==> src/verilog/status_pkg.sv <==
package status_pkg;
  // ----------------------------------------
  // Register byte addresses
  // ----------------------------------------
  localparam int ADDR_W = 8;
  localparam logic [7:0] ADDR_CMD = 8'h00;
  localparam logic [7:0] ADDR_ESE = 8'h04;
  localparam logic [7:0] ADDR_ESR = 8'h08;
  localparam logic [7:0] ADDR_SRE = 8'h0C;
  localparam logic [7:0] ADDR_STB = 8'h10;
  localparam logic [7:0] ADDR_QEN = 8'h14;
  localparam logic [7:0] ADDR_QEV = 8'h18;
  localparam logic [7:0] ADDR_PSC = 8'h1C;
  localparam logic [7:0] ADDR_ERR = 8'h20;
  localparam logic [7:0] ADDR_RPL = 8'h24;
  localparam logic [7:0] ADDR_ERC = 8'h28;
  // ----------------------------------------
  // Field positions
  // ----------------------------------------
  localparam int CMD_CLS = 0;
  localparam int CMD_OPC = 1;
  localparam int CMD_OPCQ = 2;
  localparam int CMD_PRESET = 3;
  localparam int ESR_OPC = 0;
  localparam int ESR_QYE = 2;
  localparam int ESR_DDE = 3;
  localparam int ESR_EXE = 4;
  localparam int ESR_CME = 5;
  localparam int ESR_PON = 7;
  localparam logic [7:0] ESR_USED = 8'hBD;
  localparam logic [15:0] QUES_USED = 16'h1A03;
  localparam int STB_EAV = 2;
  localparam int STB_QUES = 3;
  localparam int STB_MAV = 4;
  localparam int STB_ESB = 5;
  localparam int STB_MSS = 6;
  // ----------------------------------------
  // Sizes, values, reset values
  // ----------------------------------------
  localparam logic [4:0] ERRQ_DEPTH = 5'd20;
  localparam logic [4:0] ERRQ_LAST = 5'd19;
  localparam logic [6:0] ERR_TEXT_MAX = 7'd80;
  localparam logic [7:0] OPC_REPLY = 8'h31;
  localparam logic [7:0] RST_BYTE = 8'h00;
  localparam logic [15:0] RST_QUES = 16'h0000;
  localparam logic [1:0] RESP_OKAY = 2'b00;
  localparam logic [1:0] RESP_SLVERR = 2'b10;
endpackage

==> src/verilog/status_report.sv <==
`timescale 1ns/1ns
// Summary of operation
// - Error queue holds 20, oldest first
// - Error text at most 80 characters
// - Questionable mask gates questionable summary bit
// - Questionable mask reads back as weighted sum
// - Questionable events read back as weighted sum
// - Preset clears questionable enable mask
// - Clear status empties error queue and events
// - Standard mask gates standard summary bit
// - Standard mask reads back as weighted sum
// - Standard events read back as weighted sum
// - Complete command sets bit 0 when done
// - Complete query puts 1 in output buffer
// - Power-on clear setting decides standard and status byte mask clearing
// - Power-on clear setting reads 0 or 1
// - Status byte mask written by software
// - Status byte mask reads back as sum
// - Status query matches poll except bit 6 (MSS), keeps request
// - Device clear keeps status and settings
// - Device clear aborts, idles completion query, flushes buffers
// - Reading an event register clears it
// - Standard event bit assignment, others zero
// - Questionable bit assignment, others zero
module status_report
  import status_pkg::*;
(
  input wire logic REF_CLK_I,
  input wire logic RST_B_I,
  input wire logic [7:0] AWADDR_I,
  input wire logic AWVALID_I,
  output logic AWREADY_O,
  input wire logic [31:0] WDATA_I,
  input wire logic [3:0] WSTRB_I,
  input wire logic WVALID_I,
  output logic WREADY_O,
  output logic [1:0] BRESP_O,
  output logic BVALID_O,
  input wire logic BREADY_I,
  input wire logic [7:0] ARADDR_I,
  input wire logic ARVALID_I,
  output logic ARREADY_O,
  output logic [31:0] RDATA_O,
  output logic [1:0] RRESP_O,
  output logic RVALID_O,
  input wire logic RREADY_I,
  input wire logic BUSY_I,
  input wire logic QUERY_ERR_I,
  input wire logic DEV_ERR_I,
  input wire logic EXEC_ERR_I,
  input wire logic CMD_ERR_I,
  input wire logic [15:0] QUES_SET_I,
  input wire logic ERR_PUSH_I,
  input wire logic [15:0] ERR_CODE_I,
  input wire logic [6:0] ERR_LEN_I,
  input wire logic PSC_NV_I,
  input wire logic [7:0] ESE_NV_I,
  input wire logic [7:0] SRE_NV_I,
  input wire logic DEV_CLEAR_I,
  input wire logic SPOLL_I,
  output logic [7:0] SPOLL_BYTE_O,
  output logic SRQ_O,
  output logic PSC_O,
  output logic [7:0] ESE_O,
  output logic [7:0] SRE_O,
  output logic ABORT_O,
  output logic FLUSH_O
);
  typedef enum logic [1:0] {ST_INIT = 2'b01, ST_RUN = 2'b10} pwr_e;

  pwr_e st;
  logic [7:0] aw_addr;
  logic [31:0] w_data;
  logic [3:0] w_strb;
  logic aw_full, w_full, wr_fire, rd_fire;
  logic [31:0] wmask, wr_cur, wv, rd_word;
  logic rd_hit, wr_hit;
  logic [7:0] esr, esr_set, stb_now;
  logic [15:0] ques_en, ques_evt;
  logic opc_pend, opcq_pend, opc_fire, reply_valid, underrun, mss_q;
  logic [7:0] reply_char;
  logic [22:0] errq [20];
  logic [4:0] rptr, wptr, err_cnt;
  logic push, pop, cls, preset, esr_rd, qev_rd, rpl_rd;

  // ----------------------------------------
  // Bus write channel
  // ----------------------------------------
  // Byte lane expansion of the write strobes
  for (genvar b = 0; b < 4; b++) begin : g_lane
    assign wmask[8*b+:8] = {8{w_strb[b]}};
  end

  assign wr_fire = aw_full && w_full && !BVALID_O;

  // Address and data taken in either order, answered once both are held
  always_ff @(posedge REF_CLK_I or negedge RST_B_I) begin
    if (!RST_B_I) begin
      aw_full <= 1'b0;
      w_full <= 1'b0;
      AWREADY_O <= 1'b0;
      WREADY_O <= 1'b0;
      BVALID_O <= 1'b0;
      BRESP_O <= RESP_OKAY;
      aw_addr <= 8'h00;
      w_data <= 32'h0000_0000;
      w_strb <= 4'h0;
    end else begin
      if (AWVALID_I && AWREADY_O) begin
        aw_addr <= AWADDR_I;
        aw_full <= 1'b1;
        AWREADY_O <= 1'b0;
      end else if (!aw_full && !BVALID_O) begin
        AWREADY_O <= 1'b1;
      end
      if (WVALID_I && WREADY_O) begin
        w_data <= WDATA_I;
        w_strb <= WSTRB_I;
        w_full <= 1'b1;
        WREADY_O <= 1'b0;
      end else if (!w_full && !BVALID_O) begin
        WREADY_O <= 1'b1;
      end
      if (wr_fire) begin
        aw_full <= 1'b0;
        w_full <= 1'b0;
        BVALID_O <= 1'b1;
        BRESP_O <= wr_hit ? RESP_OKAY : RESP_SLVERR;
      end else if (BVALID_O && BREADY_I) begin
        BVALID_O <= 1'b0;
      end
    end
  end

  // Current value of the addressed writable register
  always_comb begin
    wr_hit = 1'b1;
    wr_cur = 32'h0000_0000;
    unique case (aw_addr)
      ADDR_CMD: wr_cur = 32'h0000_0000;
      ADDR_ESE: wr_cur = {24'h000000, ESE_O};
      ADDR_SRE: wr_cur = {24'h000000, SRE_O};
      ADDR_QEN: wr_cur = {16'h0000, ques_en};
      ADDR_PSC: wr_cur = {31'h00000000, PSC_O};
      default: wr_hit = 1'b0;
    endcase
  end

  assign wv = (wr_cur & ~wmask) | (w_data & wmask);
  assign cls = wr_fire && aw_addr == ADDR_CMD && wv[CMD_CLS];
  assign preset = wr_fire && aw_addr == ADDR_CMD && wv[CMD_PRESET];

  // ----------------------------------------
  // Bus read channel
  // ----------------------------------------
  assign rd_fire = ARVALID_I && ARREADY_O;
  assign esr_rd = rd_fire && ARADDR_I == ADDR_ESR;
  assign qev_rd = rd_fire && ARADDR_I == ADDR_QEV;
  assign rpl_rd = rd_fire && ARADDR_I == ADDR_RPL;

  // Read word selection, plain binary so software prints the weighted sum
  always_comb begin
    rd_hit = 1'b1;
    rd_word = 32'h0000_0000;
    unique case (ARADDR_I)
      ADDR_CMD: rd_word = 32'h0000_0000;
      ADDR_ESE: rd_word = {24'h000000, ESE_O};
      ADDR_ESR: rd_word = {24'h000000, esr};
      ADDR_SRE: rd_word = {24'h000000, SRE_O};
      ADDR_STB: rd_word = {24'h000000, stb_now};
      ADDR_QEN: rd_word = {16'h0000, ques_en};
      ADDR_QEV: rd_word = {16'h0000, ques_evt};
      ADDR_PSC: rd_word = {31'h00000000, PSC_O};
      ADDR_ERR: rd_word = (err_cnt != 5'd0) ? {1'b1, 8'h00, errq[rptr]} : 32'h0000_0000;
      ADDR_RPL: rd_word = {23'h000000, reply_valid, (reply_valid ? reply_char : 8'h00)};
      ADDR_ERC: rd_word = {27'h0000000, err_cnt};
      default: rd_hit = 1'b0;
    endcase
  end

  // Single outstanding read, data registered on the same edge that takes the address
  always_ff @(posedge REF_CLK_I or negedge RST_B_I) begin
    if (!RST_B_I) begin
      ARREADY_O <= 1'b0;
      RVALID_O <= 1'b0;
      RDATA_O <= 32'h0000_0000;
      RRESP_O <= RESP_OKAY;
    end else if (rd_fire) begin
      ARREADY_O <= 1'b0;
      RVALID_O <= 1'b1;
      RDATA_O <= rd_word;
      RRESP_O <= rd_hit ? RESP_OKAY : RESP_SLVERR;
    end else if (RVALID_O && RREADY_I) begin
      RVALID_O <= 1'b0;
    end else if (!RVALID_O) begin
      ARREADY_O <= 1'b1;
    end
  end

  // ----------------------------------------
  // Power-up and mask registers
  // ----------------------------------------
  // One init cycle after reset loads the stored settings
  always_ff @(posedge REF_CLK_I or negedge RST_B_I) begin
    if (!RST_B_I) begin
      st <= ST_INIT;
      PSC_O <= 1'b0;
      ESE_O <= RST_BYTE;
      SRE_O <= RST_BYTE;
      ques_en <= RST_QUES;
    end else begin
      unique case (st)
        ST_INIT: begin
          st <= ST_RUN;
          PSC_O <= PSC_NV_I;
          ESE_O <= PSC_NV_I ? RST_BYTE : ESE_NV_I;
          SRE_O <= PSC_NV_I ? RST_BYTE : (SRE_NV_I & ~8'h40);
          ques_en <= RST_QUES;
        end
        ST_RUN: begin
          if (wr_fire && aw_addr == ADDR_ESE) ESE_O <= wv[7:0];
          if (wr_fire && aw_addr == ADDR_SRE) SRE_O <= wv[7:0] & ~8'h40;
          if (wr_fire && aw_addr == ADDR_PSC) PSC_O <= wv[0];
          if (preset) ques_en <= RST_QUES;
          else if (wr_fire && aw_addr == ADDR_QEN) ques_en <= wv[15:0];
        end
      endcase
    end
  end

  // ----------------------------------------
  // Event registers
  // ----------------------------------------
  // Event sources; a new event beats a same-cycle clear
  always_comb begin
    esr_set = 8'h00;
    esr_set[ESR_OPC] = opc_fire;
    esr_set[ESR_QYE] = QUERY_ERR_I || underrun;
    esr_set[ESR_DDE] = DEV_ERR_I;
    esr_set[ESR_EXE] = EXEC_ERR_I;
    esr_set[ESR_CME] = CMD_ERR_I;
    esr_set[ESR_PON] = st == ST_INIT;
  end

  always_ff @(posedge REF_CLK_I or negedge RST_B_I) begin
    if (!RST_B_I) begin
      esr <= RST_BYTE;
      ques_evt <= RST_QUES;
    end else begin
      esr <= ((cls || esr_rd) ? RST_BYTE : esr) | (esr_set & ESR_USED);
      ques_evt <= ((cls || qev_rd) ? RST_QUES : ques_evt) | (QUES_SET_I & QUES_USED);
    end
  end

  // ----------------------------------------
  // Operation complete and output buffer
  // ----------------------------------------
  assign opc_fire = opc_pend && !BUSY_I;
  assign underrun = rpl_rd && !reply_valid;

  // Completion waits until all earlier work is finished
  always_ff @(posedge REF_CLK_I or negedge RST_B_I) begin
    if (!RST_B_I) begin
      opc_pend <= 1'b0;
      opcq_pend <= 1'b0;
      reply_valid <= 1'b0;
      reply_char <= RST_BYTE;
    end else begin
      if (wr_fire && aw_addr == ADDR_CMD && wv[CMD_OPC]) opc_pend <= 1'b1;
      else if (opc_fire) opc_pend <= 1'b0;
      if (DEV_CLEAR_I) begin
        opcq_pend <= 1'b0;
        reply_valid <= 1'b0;
      end else begin
        if (wr_fire && aw_addr == ADDR_CMD && wv[CMD_OPCQ]) opcq_pend <= 1'b1;
        else if (opcq_pend && !BUSY_I) opcq_pend <= 1'b0;
        if (opcq_pend && !BUSY_I) begin
          reply_valid <= 1'b1;
          reply_char <= OPC_REPLY;
        end else if (rpl_rd) begin
          reply_valid <= 1'b0;
        end
      end
    end
  end

  // ----------------------------------------
  // Error queue
  // ----------------------------------------
  assign pop = rd_fire && ARADDR_I == ADDR_ERR && err_cnt != 5'd0 && !cls;
  assign push = ERR_PUSH_I && (cls || pop || err_cnt != ERRQ_DEPTH);

  // Storage, text length clamped to the longest message
  always_ff @(posedge REF_CLK_I) begin
    if (push) begin
      errq[cls ? 5'd0 : wptr] <= {(ERR_LEN_I > ERR_TEXT_MAX) ? ERR_TEXT_MAX : ERR_LEN_I,
                                  ERR_CODE_I};
    end
  end

  // First-in first-out pointers
  always_ff @(posedge REF_CLK_I or negedge RST_B_I) begin
    if (!RST_B_I) begin
      rptr <= 5'd0;
      wptr <= 5'd0;
      err_cnt <= 5'd0;
    end else if (cls) begin
      rptr <= 5'd0;
      wptr <= push ? 5'd1 : 5'd0;
      err_cnt <= push ? 5'd1 : 5'd0;
    end else begin
      if (push) wptr <= (wptr == ERRQ_LAST) ? 5'd0 : wptr + 5'd1;
      if (pop) rptr <= (rptr == ERRQ_LAST) ? 5'd0 : rptr + 5'd1;
      if (push && !pop) err_cnt <= err_cnt + 5'd1;
      else if (pop && !push) err_cnt <= err_cnt - 5'd1;
    end
  end

  // ----------------------------------------
  // Status byte and service request
  // ----------------------------------------
  // Summary bits follow queue state or event AND mask without delay
  always_comb begin
    stb_now = 8'h00;
    stb_now[STB_EAV] = err_cnt != 5'd0;
    stb_now[STB_QUES] = |(ques_evt & ques_en);
    stb_now[STB_MAV] = reply_valid;
    stb_now[STB_ESB] = |(esr & ESE_O);
    stb_now[STB_MSS] = |(stb_now & SRE_O);
  end

  // Request latched on a rising summary, cleared by a serial poll or by clear status
  always_ff @(posedge REF_CLK_I or negedge RST_B_I) begin
    if (!RST_B_I) begin
      mss_q <= 1'b0;
      SRQ_O <= 1'b0;
      SPOLL_BYTE_O <= RST_BYTE;
    end else begin
      mss_q <= stb_now[STB_MSS];
      if (stb_now[STB_MSS] && !mss_q) SRQ_O <= 1'b1;
      else if (SPOLL_I || cls) SRQ_O <= 1'b0;
      if (SPOLL_I) SPOLL_BYTE_O <= {stb_now[7], SRQ_O, stb_now[5:0]};
    end
  end

  // ----------------------------------------
  // Device clear
  // ----------------------------------------
  // Abort and flush pulses; status state is not touched here
  always_ff @(posedge REF_CLK_I or negedge RST_B_I) begin
    if (!RST_B_I) begin
      ABORT_O <= 1'b0;
      FLUSH_O <= 1'b0;
    end else begin
      ABORT_O <= DEV_CLEAR_I;
      FLUSH_O <= DEV_CLEAR_I;
    end
  end
endmodule

==> config.mk <==
export PLATFORM = sky130hd
export DESIGN_NAME = status_report
export DESIGN_NICKNAME = d
export VERILOG_FILES = /design/src/verilog/status_pkg.sv /design/src/verilog/status_report.sv
export SDC_FILE = /design/constraint.sdc
export NUM_CORES = 1
export LEC_CHECK = 0
export BUFFER_PORTS_ARGS = -buffer_cell sky130_fd_sc_hd__buf_2
export CORE_ASPECT_RATIO = 0.9
export CORE_UTILIZATION = 23
export CTS_BUF_LIST = sky130_fd_sc_hd__clkbuf_4 sky130_fd_sc_hd__clkbuf_8 sky130_fd_sc_hd__clkbuf_16
export DETAILED_ROUTE_END_ITERATION = 7
export GPL_ROUTABILITY_DRIVEN = 1
export GPL_TIMING_DRIVEN = 0
export PLACE_DENSITY = 0.36
export SLEW_MARGIN = 15
export SYNTH_ARGS = -nofsm -noshare
export SYNTH_HDL_FRONTEND = slang
export SYNTH_SLANG_ARGS = --single-unit
==> constraint.sdc <==
create_clock -name REF_CLK_I -period 4.83 [get_ports REF_CLK_I]
set_clock_uncertainty 0.15 [all_clocks]
set_input_delay 0.2415 -clock REF_CLK_I [delete_from_list [all_inputs] [get_ports REF_CLK_I]]
set_output_delay 0.2415 -clock REF_CLK_I [all_outputs]
set_load 0.01 [all_outputs]
# ---- After elaboration in Yosys (flattened, before gate mapping)
# Memory sizes are Yosys's and may differ from the RTL's.
# Cells that the tools add are included.
dict set report totals {
  ff_bits 155
  out_inout_bits 69
  elab_cells 201
  mem_bits_rw 460
  n_memories 1
  in_bits 123
}
dict set report classes {
  magnitude_cmp 1
  mux 60
  n_eq_ne 25
  addsub 4
  bitwise 10
  reduce_logical 69
}
# name words word_bits rd rd_clocked_by_memory_dff write_ports line_no
set mem_list {}
lappend mem_list {errq 20 23 1 0 1 status_report.sv:82} ;# logic [22:0] errq [20];
# cell count
set ops {}
lappend ops {{$pmux 32 s10} 1}
lappend ops {{$pmux 16 s4} 1}
lappend ops {{$mux 5} 10}
lappend ops {{$and 16x16->16} 3}
lappend ops {{$eq 8x5->1 const B} 6}
lappend ops {{$mux 16} 3}
lappend ops {{$mux 8} 5}
lappend ops {{$mux 32} 1}
lappend ops {{$pmux 16 s2} 1}
lappend ops {{$pmux 8 s2} 2}
lappend ops {{$logic_and 1x1->1} 31}
lappend ops {{$mux 1} 31}
lappend ops {{$eq 8x4->1 const B} 3}
lappend ops {{$eq 8x6->1 const B} 3}
lappend ops {{$reduce_bool 2->1} 10}
lappend ops {{$eq 8x3->1 const B} 2}
lappend ops {{$logic_not 8->1} 2}
lappend ops {{$not 16->16} 1}
lappend ops {{$or 16x13->16} 1}
lappend ops {{$or 16x16->16} 1}
lappend ops {{$reduce_or 16->1} 1}
lappend ops {{$reduce_or 8->1} 2}
lappend ops {{$add 5x1->5 const B} 3}
lappend ops {{$reduce_or 11->1} 1}
lappend ops {{other kinds (23)} 44}

# ---- Logic depth before layout (Yosys ltp)
dict set report logic_depth {
  ltp_word 15
  mapped_depth 13
  mapped_depth_nobuf 10
}

# ---- Least setup slack after synthesis
# Ideal clock, no wire load.
dict set report synth_timing {
  kind {input port to flip-flop}
  from {input port ARADDR_I[4]}
  to {memory errq[18][0] (enable)}
  arrival_ps 3404
  slack_ps 839
  stages 6
  required_time_ps 4243
  setup_ps 437
  n_path_buf 1
  cell_sequence {buf_2 -> nor4b_4 -> o2111ai_2 -> a21oi_2 -> nand3_1 -> nor3b_1}
}
dict set report synth_between {
  elab_chain_len 9
}
# element line_no
set synth_rtl {}
lappend synth_rtl {{start: declaration} status_report.sv:40} ;# input wire logic [7:0] ARADDR_I,
lappend synth_rtl {{$eq 8x6->1} status_report.sv:290} ;# assign pop = rd_fire && ARADDR_I == ADDR_ERR && err_cnt != 5'd0 && !cls;
lappend synth_rtl {{$logic_and 1x1->1 (3 in series)} status_report.sv:290}
lappend synth_rtl {{$logic_or 1x1->1 (2 in series)} status_report.sv:291} ;# assign push = ERR_PUSH_I && (cls || pop || err_cnt != ERRQ_DEPTH);
lappend synth_rtl {{$logic_and 1x1->1} status_report.sv:291}
lappend synth_rtl {{$mux 1} status_report.sv:295} ;# if (push) begin
lappend synth_rtl {{$mux 1} status_report.sv:296} ;# errq[cls ? 5'd0 : wptr] <= {(ERR_LEN_I > ERR_TEXT_MAX) ? ERR_TEXT_MAX : ERR_LEN_I,
lappend synth_rtl {{end: declaration} status_report.sv:82}
# Every way passes these cells.

# ---- Worst setup path after layout
dict set report layout_timing {
  from {input port ARADDR_I[1]}
  to {register err_cnt[4]}
}
dict set report layout_between {
  elab_chain_len 10
  elab_cells_between_ends 14
  classes_between {eq/ne (1); mux (2); reduce/logical (11)}
}
# element line_no
set layout_rtl {}
lappend layout_rtl {{$eq 8x6->1 (*)} status_report.sv:290}
lappend layout_rtl {{$logic_and 1x1->1 (*) (3 in series)} status_report.sv:290}
lappend layout_rtl {{$logic_or 1x1->1 (2 in series)} status_report.sv:291}
lappend layout_rtl {{$logic_and 1x1->1} status_report.sv:291}
lappend layout_rtl {{$logic_and 1x1->1 / $logic_not 1->1 (equally long branches)} {status_report.sv:314, status_report.sv:315}}
lappend layout_rtl {{$mux 5 / $logic_and 1x1->1 (equally long branches)} {status_report.sv:314, status_report.sv:315}}
lappend layout_rtl {{$mux 5 / $reduce_bool 3->1 (equally long branches)} --}
lappend layout_rtl {{end signal: assignment} status_report.sv:310} ;# err_cnt <= push ? 5'd1 : 5'd0;
lappend layout_rtl {{end signal: assignment} status_report.sv:314} ;# if (push && !pop) err_cnt <= err_cnt + 5'd1;
lappend layout_rtl {{end signal: assignment} status_report.sv:315} ;# else if (pop && !push) err_cnt <= err_cnt - 5'd1;
lappend layout_rtl {{end: declaration} status_report.sv:83} ;# logic [4:0] rptr, wptr, err_cnt;
# Every way passes the cells marked *; elsewhere a longest branch is shown, timed or not.
# A chain may end at the register's enable or synchronous reset.

==> implementation parameters <==
Parameter                              Value

Yosys
  Combined area of all synthesized cells ... 24300 um^2
  EDFF count, synth ... 460
  FF+latch count, synth ... 591
  Cell types with the largest area share after synthesis ... edfxtp_1, dfrtp_1, mux4_2, mux2_2, mux2i_1
  Syn Area/Cell ... 17.8 um^2
  Post-synth top flop ... edfxtp_1
  Yosys top cell by area ... edfxtp_1
  Yosys cell types ... 80
  Post-synth top area share ... 0.569
  Number of warnings printed during yosys synthesis ... 0
  Share of flip-flops with an asynchronous set or reset ... 0.222
  Gate Count Post-Synth ... 1362
  Sequential cell area fraction in the yosys report ... 0.704

Timing
  Fin Setup TNS ... 0 ns
  Timing-limited maximum frequency ... 219 MHz
  Worst slew margin relative to its limit ... 0.164
  Final min period ... between 4 and 5 ns
  Final cycle utilization of the critical path ... 0.945
  Finish-stage setup viols ... 0
  Worst-Margin Slew ... 1.25 ns
  Final slew viol count ... 0
  Final Hold Vio Count ... 0
  RSZ-0062 raised after global routing ... false

Route
  Initial DRT Pass Iterations ... 5
  Post-Route WL ... 77800 um
  Routed wirelength normalized by instance count ... around 25 um
  Detailed-route vias per instance ... between 4 and 5
  Drt initial violations ... approximately 1000
  Via Count ... between 10000 and 15000
  # DRC ... 0
  ANT nets after route ... 0

Critical path
  Required time at the worst-slack endpoint ... 5.20 ns
  Launching element type of the critical path ... input port
  Data arrival time of the critical path ... 4.93 ns
  Biggest fanout along the worst timing path ... 10
  Setup CP Type ... input port to flop
  Type of destination of the critical path ... flop

Die
  Floorplan die width ... 345 um
  Initial core utilization ... 0.233
  Placement Rows ... 112
  Ports ... 192
  Placeable core region ... 104000 um^2
  Height of the chip ... around 310 um
  Area of the die ... 107000 um^2

Clock tree
  TritonCTS clock tree ... done
  Clock Sink Count ... a little under 600
  Inserted Clock Buffers ... 70
  Clock Pin Slew Worst Setup and Hold Paths ... around 0.060 ns
  Worst skew pair latency ... 0.62 ns
  Resize count post-CTS ... 0
  H-tree depth ... 3
  CTS Root Cell ... clkbuf_16
  Max Root-Sink Buffers ... 3

Global routing
  Number of antenna violations at the first check in global routing ... 2
  Global route total overflow ... 0
  Pin count of the biggest net entering global routing ... 86
  Via count of the first global-routing pass ... 14900
  First-pass GRT wire length ... 111000 um
  GRT Resource Usage Total ... 0.146

Placed design
  PortBufs ... 142
  Detailed placer's ending HPWL ... 55000 um
  Number of cells in the design after placement ... roughly 2900
  Routability cong. ... 0.841

Power
  Power per cell area ... 421 nW/um^2
  Max IR drop VDD ... 219 uV
  Leakage power summed over all cells ... approximately 10 nW

Run
  Max-cap violations ... 0

Run status
  Run status ... complete, no violations

Cells and area
  Synth-to-Final Area Change ... 26.7%
  Fraction of final layout cells with drive strength greater than 1 ... 0.312
  Share of the core filled with cells in the final layout ... 0.296
  Most common library cell in the layout ignoring fill and taps ... edfxtp_1
  Post-layout net count ... 1845
  Fill cells ... 10300
  Post-Layout Cell Count ... 3134
  Commonest cells after routing, fill and taps aside ... edfxtp_1, buf_2, mux4_2

Worst hold path
  Worst hold-check path type ... input port to flop
-- sequential cells by signal (all words and copies together) (netlist names), 2 cells and up --
register      cells
ESE_O             8
RDATA_O          24
SPOLL_BYTE_O      5
SRE_O             7
aw_addr           8
err_cnt           5
errq            460
esr               6
ques_en          16
ques_evt          5
rptr              5
st                2
w_data           16
w_strb            2
wptr              5
-- critical path: stages --
cell	delay, ns
dlygate4sd3_1	0.53
buf_2	0.17
nor4_2	0.68
o2111a_1	0.32
buf_2	0.37
buf_1	0.70
nor2_1	0.07
o21ai_0	0.62
ha_1	0.37
a21o_1	0.16
a21o_1	0.21
mux2_2	0.27
a211oi_1	0.22
-- per-layer routing --
layer  GRT usage  wire length, um  vias up
met4      0.0375             1620        0
met1       0.206            36700     7618
met3      0.0226             3000       94
met2       0.234            36400      356
met5           0                0        -
li1            -                -     6171
-- cells in the mapped netlist, types with 21 or more instances --
cell type    n
a21oi_1     28
buf_4       21
clkbuf_1    50
dfrtp_1    130
edfxtp_1   460
mux2_2      39
mux2i_1     30
mux4_2     139
nand2_1     73
nand3_1     39
nor2_1      48
o21ai_0     40
-- kinds of logic (layout without fill, tap and decap cells) --
family	count (synthesis)	after routing	synth area share
other cells	1	15	0.000154
mux	208	208	0.159
fa+ha+maj	7	7	0.00391
compound gates	181	181	0.0527
simple gates	253	253	0.0559
flops	591	591	0.704
xor+xnor	4	4	0.00144
buf+inv	117	507	0.0228
-- power by group --
part | internal (mW) | leakage [nW] | switching, mW
logic | 0.734 | 3.53 | 1.04
registers | 5.87 | 5.79 | 0.235
clock network | 2.93 | 1.11 | 2.16
total | 9.53 | 10.4 | 3.43
-- final timing paths --
path | cells after the start | to | start | slack [ns]
max in group asynchronous | 3 | w_data[7]$_DFFE_PN0P_ | RST_B_I | 3.98
setup / recovery | 13 | err_cnt[4]$_DFFE_PN0P_ | ARADDR_I[1] | 0.26
hold reg to reg | 1 | SRQ_O$_DFFE_PN0P_ | mss_q$_DFF_PN0_ | 0.30
setup reg to reg | 11 | err_cnt[4]$_DFFE_PN0P_ | aw_addr[0]$_DFFE_PN0P_ | 0.37
hold / removal | 2 | errq[8][21]$_DFFE_PP_ | ERR_LEN_I[5] | 0.04
min in group asynchronous | 2 | st[0]$_DFFE_PN1P_ | RST_B_I | 0.05
-- per-stage QoR --
| step | hold WS (ns) | setup WS [ns] | cell area [um^2] | power [mW] |
|---|---|---|---|---|
| after detailed placement | 0.0373 | 0.0645 | 27700 | 7.95 |
| after CTS | 0.00971 | 0.221 | 30800 | 13.2 |
| final | 0.0398 | 0.264 | 30800 | 13.0 |
| after floorplan | -0.204 | 0.839 | 24300 | 7.16 |
| after global placement | 0.266 | -2.63 | 26800 | 7.83 |
| after global routing | 0.0342 | 0.0247 | 30800 | 13.5 |
-- area by class of cell --
class / count / area [um^2] / share of cell area
diodes: 1 / 2.50 / 0.0000813
well taps: 1368 / 1710 / 0.0556
multi-input cells: 667 / 6860 / 0.223
clock buffers: 93 / 1960 / 0.0637
inverters: 19 / 71.3 / 0.00232
plain buffers: 98 / 483 / 0.0157
flip-flops and latches: 591 / 17100 / 0.555
repair buffers: 268 / 2370 / 0.0769
clock inverters: 29 / 229 / 0.00744
-- repair_timing --
action / 4_1_cts / 5_1_grt
buffers inserted: 0 / 0
hold buffers: 86 / 1
endpoints found under the hold margin: 520 / 20
Note: power is estimated with default switching activity, not from simulation.
